<file path="src/logic/supply_seq_map.vh">
// Constants for the supply power sequencer
`ifndef SUPPLY_SEQ_MAP_VH
`define SUPPLY_SEQ_MAP_VH
`define MCLK_PERIOD_NS 40
`define SLOW_CLK_PERIOD_NS 30518
`define FORCE_WAKE_PIN_DEBOUNCE_TICKS 30
`define LOSS_MIN_TICKS 2
`define LEVEL_W 4
`define LEVEL_RESET 4'hF
`define CMD_SHUTDOWN 0
`define CMD_SHUTDOWN_EOF 1
`define CMD_REG_OFF 2
`define MODE_LOSS_EN 0
`define MODE_DEEP 1
`define MODE_RETAIN 2
`define MODE_CLK_PWR 3
`define MODE_LEVEL_LSB 4
`endif

</file>
<file path="src/logic/slow_tick.v">
// Divider giving a one-cycle slow clock enable
`timescale 1ns/1ns
`default_nettype none
module slow_tick #(
	parameter DIV = 762
) (
	input wire mclk_in,
	input wire rst_n_in,
	output reg tick_out
);
	reg [15:0] cnt_r;
	always @(posedge mclk_in or negedge rst_n_in) begin
		if (!rst_n_in) begin
			cnt_r <= 16'h0000;
			tick_out <= 1'b0;
		end else if (cnt_r == DIV[15:0] - 16'h0001) begin
			cnt_r <= 16'h0000;
			tick_out <= 1'b1;
		end else begin
			cnt_r <= cnt_r + 16'h0001;
			tick_out <= 1'b0;
		end
	end
endmodule // slow_tick
`default_nettype wire

</file>
<file path="src/logic/wr_resync.v">
// Two-stage write resynchronizer stepped by the slow tick
`timescale 1ns/1ns
`default_nettype none
module wr_resync #(
	parameter W = 1
) (
	input wire mclk_in,
	input wire rst_n_in,
	input wire tick_in,
	input wire [W-1:0] d_in,
	output reg [W-1:0] q_out
);
	reg [W-1:0] meta_r;
	always @(posedge mclk_in or negedge rst_n_in) begin
		if (!rst_n_in) begin
			meta_r <= {W{1'b0}};
			q_out <= {W{1'b0}};
		end else if (tick_in) begin
			meta_r <= d_in;
			q_out <= meta_r;
		end
	end
endmodule // wr_resync
`default_nettype wire

</file>
<file path="src/logic/supply_power_sequencer.v">
// Supply power sequencer: core reset, shutdown, regulator, SRAM and clock-domain power
`timescale 1ns/1ns
`default_nettype none
`include "supply_seq_map.vh"
module supply_power_sequencer #(
	parameter LEVEL_W = `LEVEL_W,
	parameter FORCE_WAKE_PIN_TICKS = `FORCE_WAKE_PIN_DEBOUNCE_TICKS
) (
	input wire mclk_in,
	input wire rst_n_in,
	input wire force_wake_pin_n_in,
	input wire regulator_good_in,
	input wire display_frame_done_in,
	input wire charge_pump_on_in,
	input wire wake_request_in,
	input wire shutdown_cmd_in,
	input wire shutdown_at_frame_end_cmd_in,
	input wire regulator_off_cmd_in,
	input wire mode_wr_in,
	input wire reg_loss_reset_enable_in,
	input wire regulator_low_leak_in,
	input wire sram_retain_enable_in,
	input wire clock_domain_power_enable_in,
	input wire [LEVEL_W-1:0] regulator_level_sel_in,
	input wire status_read_in,
	output reg supply_hold_out,
	output reg core_reset_n_out,
	output reg regulator_on_out,
	output reg regulator_deep_out,
	output reg [LEVEL_W-1:0] regulator_level_out,
	output reg display_reset_n_out,
	output reg pump_off_out,
	output reg flash_reset_n_out,
	output reg flash_power_out,
	output reg sram_power_out,
	output reg clock_domain_switch_out,
	output reg clock_domain_reset_n_out,
	output reg clock_domain_power_flag_out,
	output reg reg_loss_reset_flag_out,
	output reg backup_mode_out,
	output reg clock_domain_power_enable_out
);
	localparam DIV = `SLOW_CLK_PERIOD_NS / `MCLK_PERIOD_NS;
	localparam MW = LEVEL_W + 4;

	localparam ST_DEB = 13'h0001;
	localparam ST_VRWAIT = 13'h0002;
	localparam ST_RUN = 13'h0004;
	localparam ST_LOSS = 13'h0008;
	localparam ST_VOFF = 13'h0010;
	localparam ST_BACKUP = 13'h0020;
	localparam ST_SD_REG = 13'h0040;
	localparam ST_SD_EOF = 13'h0080;
	localparam ST_SD_LCD = 13'h0100;
	localparam ST_SD_FLASH = 13'h0200;
	localparam ST_SD_SRAM = 13'h0400;
	localparam ST_SD_RTC = 13'h0800;
	localparam ST_SD_OFF = 13'h1000;

	wire tick;
	wire [2:0] cmd_sync;
	wire [MW-1:0] mode_sync;
	reg [2:0] cmd_pend_r;
	reg [2:0] cmd_seen_r;
	reg [MW-1:0] mode_r;
	reg [12:0] state_r;
	reg [7:0] cnt_r;
	reg low_seen_r;
	reg eof_mode_r;
	reg clk_busy_r;

	wire [2:0] cmd_fire = cmd_sync & ~cmd_seen_r;
	wire loss_en = mode_sync[`MODE_LOSS_EN];
	wire deep = mode_sync[`MODE_DEEP];
	wire retain = mode_sync[`MODE_RETAIN];
	wire clk_pwr = mode_sync[`MODE_CLK_PWR];

	slow_tick #(
		.DIV(DIV)
	) u_tick (
		.mclk_in(mclk_in),
		.rst_n_in(rst_n_in),
		.tick_out(tick)
	);

	// Commands and mode bits pass two slow ticks before taking effect
	wr_resync #(
		.W(3)
	) u_cmd_sync (
		.mclk_in(mclk_in),
		.rst_n_in(rst_n_in),
		.tick_in(tick),
		.d_in(cmd_pend_r),
		.q_out(cmd_sync)
	);

	wr_resync #(
		.W(MW)
	) u_mode_sync (
		.mclk_in(mclk_in),
		.rst_n_in(rst_n_in),
		.tick_in(tick),
		.d_in(mode_r),
		.q_out(mode_sync)
	);

	// Software side: pending commands and written mode
	always @(posedge mclk_in or negedge rst_n_in) begin
		if (!rst_n_in) begin
			cmd_pend_r <= 3'h0;
			cmd_seen_r <= 3'h0;
			mode_r <= {`LEVEL_RESET, 4'h0};
			clock_domain_power_enable_out <= 1'b0;
		end else begin
			// A new write wins over the clear of an old pending command
			cmd_pend_r <= (cmd_pend_r & ~cmd_sync) |
				{regulator_off_cmd_in, shutdown_at_frame_end_cmd_in, shutdown_cmd_in};
			// Seen copy steps with the tick so each command fires on exactly one tick
			if (tick)
				cmd_seen_r <= cmd_sync;
			if (mode_wr_in) begin
				mode_r <= {regulator_level_sel_in, clock_domain_power_enable_in,
					sram_retain_enable_in, regulator_low_leak_in, reg_loss_reset_enable_in};
				clock_domain_power_enable_out <= clock_domain_power_enable_in;
			end
		end
	end

	// Slow-tick sequencer
	always @(posedge mclk_in or negedge rst_n_in) begin
		if (!rst_n_in) begin
			state_r <= ST_DEB;
			cnt_r <= 8'h00;
			low_seen_r <= 1'b0;
			eof_mode_r <= 1'b0;
			clk_busy_r <= 1'b0;
			supply_hold_out <= 1'b0;
			core_reset_n_out <= 1'b0;
			regulator_on_out <= 1'b0;
			regulator_deep_out <= 1'b0;
			regulator_level_out <= `LEVEL_RESET;
			display_reset_n_out <= 1'b1;
			pump_off_out <= 1'b0;
			flash_reset_n_out <= 1'b0;
			flash_power_out <= 1'b0;
			sram_power_out <= 1'b0;
			clock_domain_switch_out <= 1'b0;
			clock_domain_reset_n_out <= 1'b0;
			clock_domain_power_flag_out <= 1'b0;
			reg_loss_reset_flag_out <= 1'b0;
			backup_mode_out <= 1'b0;
		end else begin
			if (status_read_in)
				reg_loss_reset_flag_out <= 1'b0;
			if (tick) begin
				regulator_level_out <= mode_sync[MW-1:4];
				regulator_deep_out <= deep;
				case (state_r)
				ST_DEB: begin
					// Supply closes only while the force-wake pin stays low
					if (force_wake_pin_n_in) begin
						cnt_r <= 8'h00;
					end else if (cnt_r == FORCE_WAKE_PIN_TICKS[7:0] - 8'h01) begin
						cnt_r <= 8'h00;
						supply_hold_out <= 1'b1;
						regulator_on_out <= 1'b1;
						flash_power_out <= 1'b1;
						sram_power_out <= 1'b1;
						state_r <= ST_VRWAIT;
					end else begin
						cnt_r <= cnt_r + 8'h01;
					end
				end
				ST_VRWAIT: begin
					// Good must be seen on one tick and still be good on the next
					if (!regulator_good_in) begin
						cnt_r <= 8'h00;
					end else if (cnt_r != 8'h00) begin
						cnt_r <= 8'h00;
						core_reset_n_out <= 1'b1;
						flash_reset_n_out <= 1'b1;
						backup_mode_out <= 1'b0;
						low_seen_r <= 1'b0;
						state_r <= ST_RUN;
					end else begin
						cnt_r <= 8'h01;
					end
				end
				ST_RUN: begin
					low_seen_r <= !regulator_good_in;
					if (cmd_fire[`CMD_SHUTDOWN] || cmd_fire[`CMD_SHUTDOWN_EOF]) begin
						core_reset_n_out <= 1'b0;
						eof_mode_r <= cmd_fire[`CMD_SHUTDOWN_EOF] &
							!cmd_fire[`CMD_SHUTDOWN];
						state_r <= ST_SD_REG;
					end else if (cmd_fire[`CMD_REG_OFF]) begin
						core_reset_n_out <= 1'b0;
						state_r <= ST_VOFF;
					end else if (loss_en && !deep && low_seen_r && !regulator_good_in) begin
						core_reset_n_out <= 1'b0;
						reg_loss_reset_flag_out <= 1'b1;
						cnt_r <= 8'h01;
						state_r <= ST_LOSS;
					end
				end
				ST_LOSS: begin
					if (cnt_r < `LOSS_MIN_TICKS)
						cnt_r <= cnt_r + 8'h01;
					else if (regulator_good_in) begin
						cnt_r <= 8'h00;
						core_reset_n_out <= 1'b1;
						low_seen_r <= 1'b0;
						state_r <= ST_RUN;
					end
				end
				ST_VOFF: begin
					// Core held one tick in reset before its power goes
					regulator_on_out <= 1'b0;
					flash_power_out <= 1'b0;
					flash_reset_n_out <= 1'b0;
					sram_power_out <= retain;
					backup_mode_out <= 1'b1;
					state_r <= ST_BACKUP;
				end
				ST_BACKUP: begin
					if (wake_request_in) begin
						regulator_on_out <= 1'b1;
						flash_power_out <= 1'b1;
						sram_power_out <= 1'b1;
						cnt_r <= 8'h00;
						state_r <= ST_VRWAIT;
					end
				end
				ST_SD_REG: begin
					regulator_on_out <= 1'b0;
					if (!charge_pump_on_in)
						state_r <= ST_SD_FLASH;
					else if (eof_mode_r)
						state_r <= ST_SD_EOF;
					else
						state_r <= ST_SD_LCD;
				end
				ST_SD_EOF: begin
					if (display_frame_done_in)
						state_r <= ST_SD_LCD;
				end
				ST_SD_LCD: begin
					if (display_reset_n_out)
						display_reset_n_out <= 1'b0;
					else begin
						pump_off_out <= 1'b1;
						state_r <= ST_SD_FLASH;
					end
				end
				ST_SD_FLASH: begin
					if (flash_reset_n_out)
						flash_reset_n_out <= 1'b0;
					else begin
						flash_power_out <= 1'b0;
						state_r <= ST_SD_SRAM;
					end
				end
				ST_SD_SRAM: begin
					sram_power_out <= 1'b0;
					state_r <= ST_SD_RTC;
				end
				ST_SD_RTC: begin
					if (clock_domain_reset_n_out)
						clock_domain_reset_n_out <= 1'b0;
					else begin
						clock_domain_switch_out <= 1'b0;
						clock_domain_power_flag_out <= 1'b0;
						state_r <= ST_SD_OFF;
					end
				end
				ST_SD_OFF: begin
					supply_hold_out <= 1'b0;
				end
				default: begin
					state_r <= ST_DEB;
				end
				endcase
				// Clock-domain power, idle while a shutdown owns it
				if (state_r < ST_SD_REG || state_r == ST_BACKUP) begin
					if (clk_busy_r) begin
						// Direction of the running sequence follows the written bit
						if (clk_pwr) begin
							clk_busy_r <= 1'b0;
							clock_domain_reset_n_out <= 1'b1;
							clock_domain_power_flag_out <= 1'b1;
						end else if (clock_domain_switch_out) begin
							clock_domain_switch_out <= 1'b0;
						end else begin
							clk_busy_r <= 1'b0;
							clock_domain_power_flag_out <= 1'b0;
						end
					end else if (clk_pwr && !clock_domain_switch_out) begin
						clock_domain_switch_out <= 1'b1;
						clk_busy_r <= 1'b1;
					end else if (!clk_pwr && clock_domain_reset_n_out) begin
						clock_domain_reset_n_out <= 1'b0;
						clk_busy_r <= 1'b1;
					end else if (!clk_pwr && clock_domain_switch_out) begin
						clock_domain_switch_out <= 1'b0;
						clk_busy_r <= 1'b1;
					end
				end
			end
		end
	end
endmodule // supply_power_sequencer
`default_nettype wire

</file>
<file path="config.mk">
export PLATFORM = sky130hd
export DESIGN_NAME = supply_power_sequencer
export DESIGN_NICKNAME = d
export VERILOG_FILES = /design/src/logic/slow_tick.v /design/src/logic/wr_resync.v /design/src/logic/supply_power_sequencer.v
export VERILOG_INCLUDE_DIRS = /design/src /design/src/logic
export SDC_FILE = /design/constraint.sdc
export NUM_CORES = 1
export LEC_CHECK = 0
export ABC_AREA = 0
export BUFFER_PORTS_ARGS = -buffer_cell sky130_fd_sc_hd__buf_2
export CORE_MARGIN = 8
export CORE_UTILIZATION = 35
export CTS_BUF_LIST = sky130_fd_sc_hd__clkbuf_4
export DETAILED_ROUTE_END_ITERATION = 8
export SLEW_MARGIN = 25
export SYNTH_ARGS = -nofsm -noshare
export SYNTH_HDL_FRONTEND = slang
export SYNTH_SLANG_ARGS = --single-unit
</file>
<file path="constraint.sdc">
create_clock -name mclk_in -period 4.3 [get_ports mclk_in]
set_clock_uncertainty 0.2 [all_clocks]
set_input_delay 0.645 -clock mclk_in [delete_from_list [all_inputs] [get_ports mclk_in]]
set_output_delay 0.645 -clock mclk_in [all_outputs]
set_load 0.1 [all_outputs]
</file>
---- Yosys cells after proc, flatten, opt, wreduce, memory -nomap -nowiden ----
Index checks and enable logic that the tools add are counted.
word-level totals
  bits in registers ....................... 96
  latch bits .............................. 0
  RAM bits ................................ 0
  ROM bits ................................ 0
  logic and storage cells ................. 197
  memories ................................ 0
operators by class
  add/sub/neg operators ................... 2
  multiply operators ...................... 0
  div/mod/pow operators ................... 0
  magnitude comparators ................... 2
  equality and inequality tests ........... 31
  shift operators ......................... 0
  multiplexer cells ....................... 86
  bitwise gates (word level) .............. 8
  reductions and logical operators ........ 38
operators with widths
  kind                                             number
  two-way mux 13 bit                               14
  case mux 13 bit (13 select lines)                1
  two-way mux 8 bit                                8
  two-way mux 1 bit                                51
  case mux 8 bit (5 select lines)                  1
  != test 2 bit, second input constant             14
  adder 16 x 1 -> 16 bit, second input constant    1
  == test 16 x 10 -> 1 bit, second input constant  1
  two-way mux 16 bit                               1
  AND reduction 14 bit                             1
  AND reduction 7 bit                              2
  == test 13 x 1 -> 1 bit, second input constant   1
  == test 13 x 10 -> 1 bit, second input constant  1
  == test 13 x 11 -> 1 bit, second input constant  1
  == test 13 x 12 -> 1 bit, second input constant  1
  == test 13 bit, second input constant            1
  == test 13 x 2 -> 1 bit, second input constant   1
  == test 13 x 3 -> 1 bit, second input constant   1
  == test 13 x 4 -> 1 bit, second input constant   1
  == test 13 x 5 -> 1 bit, second input constant   1
  == test 13 x 6 -> 1 bit, second input constant   1
  == test 13 x 7 -> 1 bit, second input constant   1
  == test 13 x 8 -> 1 bit, second input constant   1
  == test 13 x 9 -> 1 bit, second input constant   1
  30 further kinds                                 59

---- Longest topological paths before layout ----
  word-level depth ........................ 9
  gate-level depth with buffers ........... 8

---- Hierarchy ----
From an unflattened synthesis, not the netlist that was laid out.
unflattened totals
  cell total of the unflattened synthesis .. 439
  area, all modules ....................... 4972.3 µm²
modules (own cells, without submodules)
  module                    times used  cells each  area an instance (µm²)
  supply_power_sequencer    1           317         3245.6
  slow_tick                 1           75          825.8
  wr_resync at u_mode_sync  1           34          649.4
  wr_resync at u_cmd_sync   1           13          251.5

---- Worst setup path after synthesis ----
No wires, ideal clock.
  path kind ............................... reg2reg
  start ................................... reg flash_reset_n_out
  end ..................................... reg state_r[10]
  setup time .............................. 0.125 ns
  arrival time ............................ 2.274 ns
  data required time ...................... 3.975 ns
  path slack .............................. 1.701 ns
  stages on the path, launching flop included .. 8
  clock period less this slack ............ 2.599 ns
  cell sequence ........................... dfrtp_1 -> and3b_1 -> o21ai_1 -> a2111oi_0 -> a41oi_1 -> nand3_4 -> buf_12 -> mux2_4
between the ends
  word-level cells in the longest chain between the ends .. 2
RTL lines
  item                            RTL line                      RTL
  from (decl)                     supply_power_sequencer.v:33   output reg flash_reset_n_out,
  from (signal assigned)          supply_power_sequencer.v:144  flash_reset_n_out <= 1'b0;
  from (signal assigned)          supply_power_sequencer.v:181  flash_reset_n_out <= 1'b1;
  from (signal assigned)          supply_power_sequencer.v:220  flash_reset_n_out <= 1'b0;
  != test 2 bit (no line)         --
  AND reduction 14 bit (no line)  --
  to (signal assigned)            supply_power_sequencer.v:132  state_r <= ST_DEB;
  to (signal assigned)            supply_power_sequencer.v:169  state_r <= ST_VRWAIT;
  to (signal assigned)            supply_power_sequencer.v:184  state_r <= ST_RUN;
  to (decl)                       supply_power_sequencer.v:66   reg [12:0] state_r;
Every way passes these cells.
A chain may end at the register's enable or synchronous reset.

---- Worst setup path after layout ----
  start ................................... reg state_r[8]
  end ..................................... reg state_r[3]
between the ends
  word-level cells in the longest chain between the ends .. 3
RTL lines
  item                                             RTL line                      RTL
  == test 13 x 3 -> 1 bit (tied with other cells)  supply_power_sequencer.v:158  case (state_r)
  != test 4 bit (no line) (tied with other cells)  --
  AND reduction 14 bit (no line)                   --
Several ways; a longest one is shown, not always the timed one.

==> impl_results.md <==
* Clock Sinks at 95
* CP Launch Type: flop
* WS Path Type: reg -> reg
* Pre-antenna DRT Iters at 4
* Cell family with most CP delay: simple AND/OR/NAND/NOR gates
* Failing checks: hold timing
* Post-synth EDFFs at 0
* Vias per cell at slightly above 5
* Largest cells by area after synthesis: dfrtp_1, mux2_2, dfstp_2, nor2_1, o21ai_0
* Share of cells above drive strength 1 at 0.2422
* Worst-path clk slew at 0.16 ns
* Max Buffers Root-to-Sink at 2
* Initial antenna violation count at 0
* Top-count cell post-synth: dfrtp_1
* CP cell instances: nor4_2 -> nand4_1 -> o221a_1 -> and3_4 -> nand3_4 -> mux2_2
* Main flop type after synthesis: dfrtp_1
* Max-slew violation count at 0
* Number of I/O pins at 39
* GR Overflow Total at 0
* Critical path depth in cells at 6
* Rel. slew slack at 0.4091
* Max-cap viol count at 0
* DRC viols at 0
* Worst EP required at 4.47 ns
* Worst VDD drop at 228.3 µV
* Largest net degree at the start of global routing at just under 80
* Cell Pwr Density at 271.8 nW/µm²
* Most area-hungry cell type in the Yosys netlist: dfrtp_1
* Setup tns final at 0 ns
* Root Buffer: clkbuf_4
* First-pass GRT wire length at 17.25 mm
* Rows at 42
* Setup crit end kind: flop
* Worst setup endpoint: state_r[3]$_DFFE_PN0P_
* Distinct cells, synth at 65
* IO Port Bufs at 38
* RSZ-0062 raised after global routing: false
* CTS Buf Count at 9
* R2R Path Start: state_r[8]$_DFFE_PN0P_
* Hold Slack at -0.02063 ns
* Hold buffer count at cts at 0
* YS warnings at 0
* Number of H-tree levels at 3
* Number of DRC markers in iteration 0 at 243
* Post-Syn Area per Cell at 10.72 µm²
* Die Ht at 132.9 µm
* Slowest CP cell: nor4_2
* Leak Pwr at 2.408 nW
* Number of global-route vias before repair at around 3500
* Max Fanout on Critical Path at 13
* Synthesis-stage register bit count at 95
* Final setup violation count at 0
* Total Power at 0.001418 W
* Gpl congestion at 0.8347
* Post-synthesis cell count at 446
* CP peak stage delay at 0.61 ns
* Critical path arrival at 3.08 ns
* Status: finished with violations
* Post-Route WL at 10.07 mm
* Postcts setup bufs at 0
* Final net count at approximately 500
* Synthesized net count at 471
* CTS tree: done
* Post_cts resized at 0
* Top-area cell type share of the netlist area at 0.4447
* CORE AREA at 13300 µm²
* Mapped Area at 4783 µm²
* Hold WC Path Type: in -> async
* Critical Path Source: state_r[8]$_DFFE_PN0P_
* Antenna Nets Post-Route at 0
* Sequential fraction of the synthesis area at 0.4996
* Reg2Reg Depth at 6
* Drt wl/cell at 15.28 µm
* Worst path bufs/invs at 0
* Detailed-route via count at 3387
* Worst Max-Slew Pin Slew at just under 0.9 ns
* Die Width at about 130 µm
* Worst reg-to-reg setup slack at roughly 1.4 ns
* Initial Util at 0.3598
* Final period utilization at 0.6757
* R2R Path End: state_r[3]$_DFFE_PN0P_
* Crit path time final at 2.905 ns
* Total track usage at 0.1190
* Hpwl dp at a little over 7 mm
* Final Hold Fails at 8
* Post-synthesis async set-or-reset flop share at 1.000
* Worst-Skew Late Latency at 0.47 ns
* Fmax at 344.2 MHz
* Antenna fix cells at 0
* Most instantiated cells after synthesis: dfrtp_1, mux2_2, nor2_1, nand2_1, o21ai_0
* Area Overhead vs Synth at 9.077%
* Die ar. at 17660 µm²
[kinds of logic after synthesis]
logic type	share of synthesized area
fa+ha+maj	0.01308
compound gates	0.1020
mux	0.1052
buf+inv	0.04054
xor+xnor	0.03662
simple gates	0.2030
flops	0.4996
[worst min path at each step]
stage	depth (start not counted)	from	to	slack, ns
finish	1	rst_n_in	u_cmd_sync.meta_r[1]$_DFFE_PN0P_	-0.02
global route	1	rst_n_in	cmd_pend_r[2]$_DFF_PN0_	0.02
CTS	2	shutdown_at_frame_end_cmd_in	cmd_pend_r[1]$_DFF_PN0_	0.11
detailed placement	2	low_seen_r$_DFFE_PN0P_	low_seen_r$_DFFE_PN0P_	0.26
global placement	2	low_seen_r$_DFFE_PN0P_	low_seen_r$_DFFE_PN0P_	0.25
floorplan	0	rst_n_in	backup_mode_out$_DFFE_PN0P_	0.15
[routing by layer]
layer  track usage  part of all wire  vias to the layer above  wire length [µm]
met5             0                 0                        -                 0
met4       0.05174             0.018                        0               180
met3       0.02612             0.039                       14               390
met2        0.1948              0.48                       65              4816
met1        0.1475              0.47                     1643              4683
li1              -                 -                     1665                 -
[layout by cell type (no fill, tap or decap), types with 13 or more instances in the layout]
cell     instances
dfrtp_1         85
mux2_2          38
buf_2           37
nor2_1          36
nand2_1         29
o21ai_0         22
nand3_1         21
inv_1           20
a21oi_1         13
[through the flow]
stage                     hold slack (ns)  instance area (µm²)  setup WS (ns)    util  instances
after floorplan                    0.1494                 4783          1.701       -        446
after global placement             0.2545                 5092          1.505  0.3830        643
after detailed placement           0.2631                 5092          1.428  0.3830        643
after CTS                          0.1052                 5214          1.428  0.3922        659
after global routing              0.01962                 5218          1.246  0.3924        659
final                            -0.02063                 5218          1.395  0.3924        659
[report_power, final]
| group | internal (W) | total [W] | switching [W] | leakage, nW |
|---|---|---|---|---|
| sequential | 0.000904 | 0.000908 | 0.00000402 | 1.22 |
| combinational | 0.0000161 | 0.0000499 | 0.0000337 | 1.12 |
| clock | 0.000127 | 0.000460 | 0.000333 | 0.0667 |
| total | 0.00105 | 0.00142 | 0.000371 | 2.41 |
[layout make-up]
cell class / instances / area (µm²)
fill: 1311 / 8078
clock buffer: 9 / 67.56
clock inverter: 7 / 53.80
sequential: 95 / 2390
timing repair buffer: 40 / 211.5
inverter: 20 / 75.07
multi-input combinational: 312 / 2200
tap: 176 / 220.2
[flip-flops by register name, indices dropped and copies added (netlist names), 3 cells and up]
register	cells
regulator_level_out	4
u_cmd_sync.q_out	3
u_cmd_sync.meta_r	3
u_mode_sync.q_out	8
cmd_pend_r	3
u_tick.cnt_r	16
cnt_r	8
state_r	13
cmd_seen_r	3
u_mode_sync.meta_r	8
mode_r	8
Power figures use the tool's default switching activity.
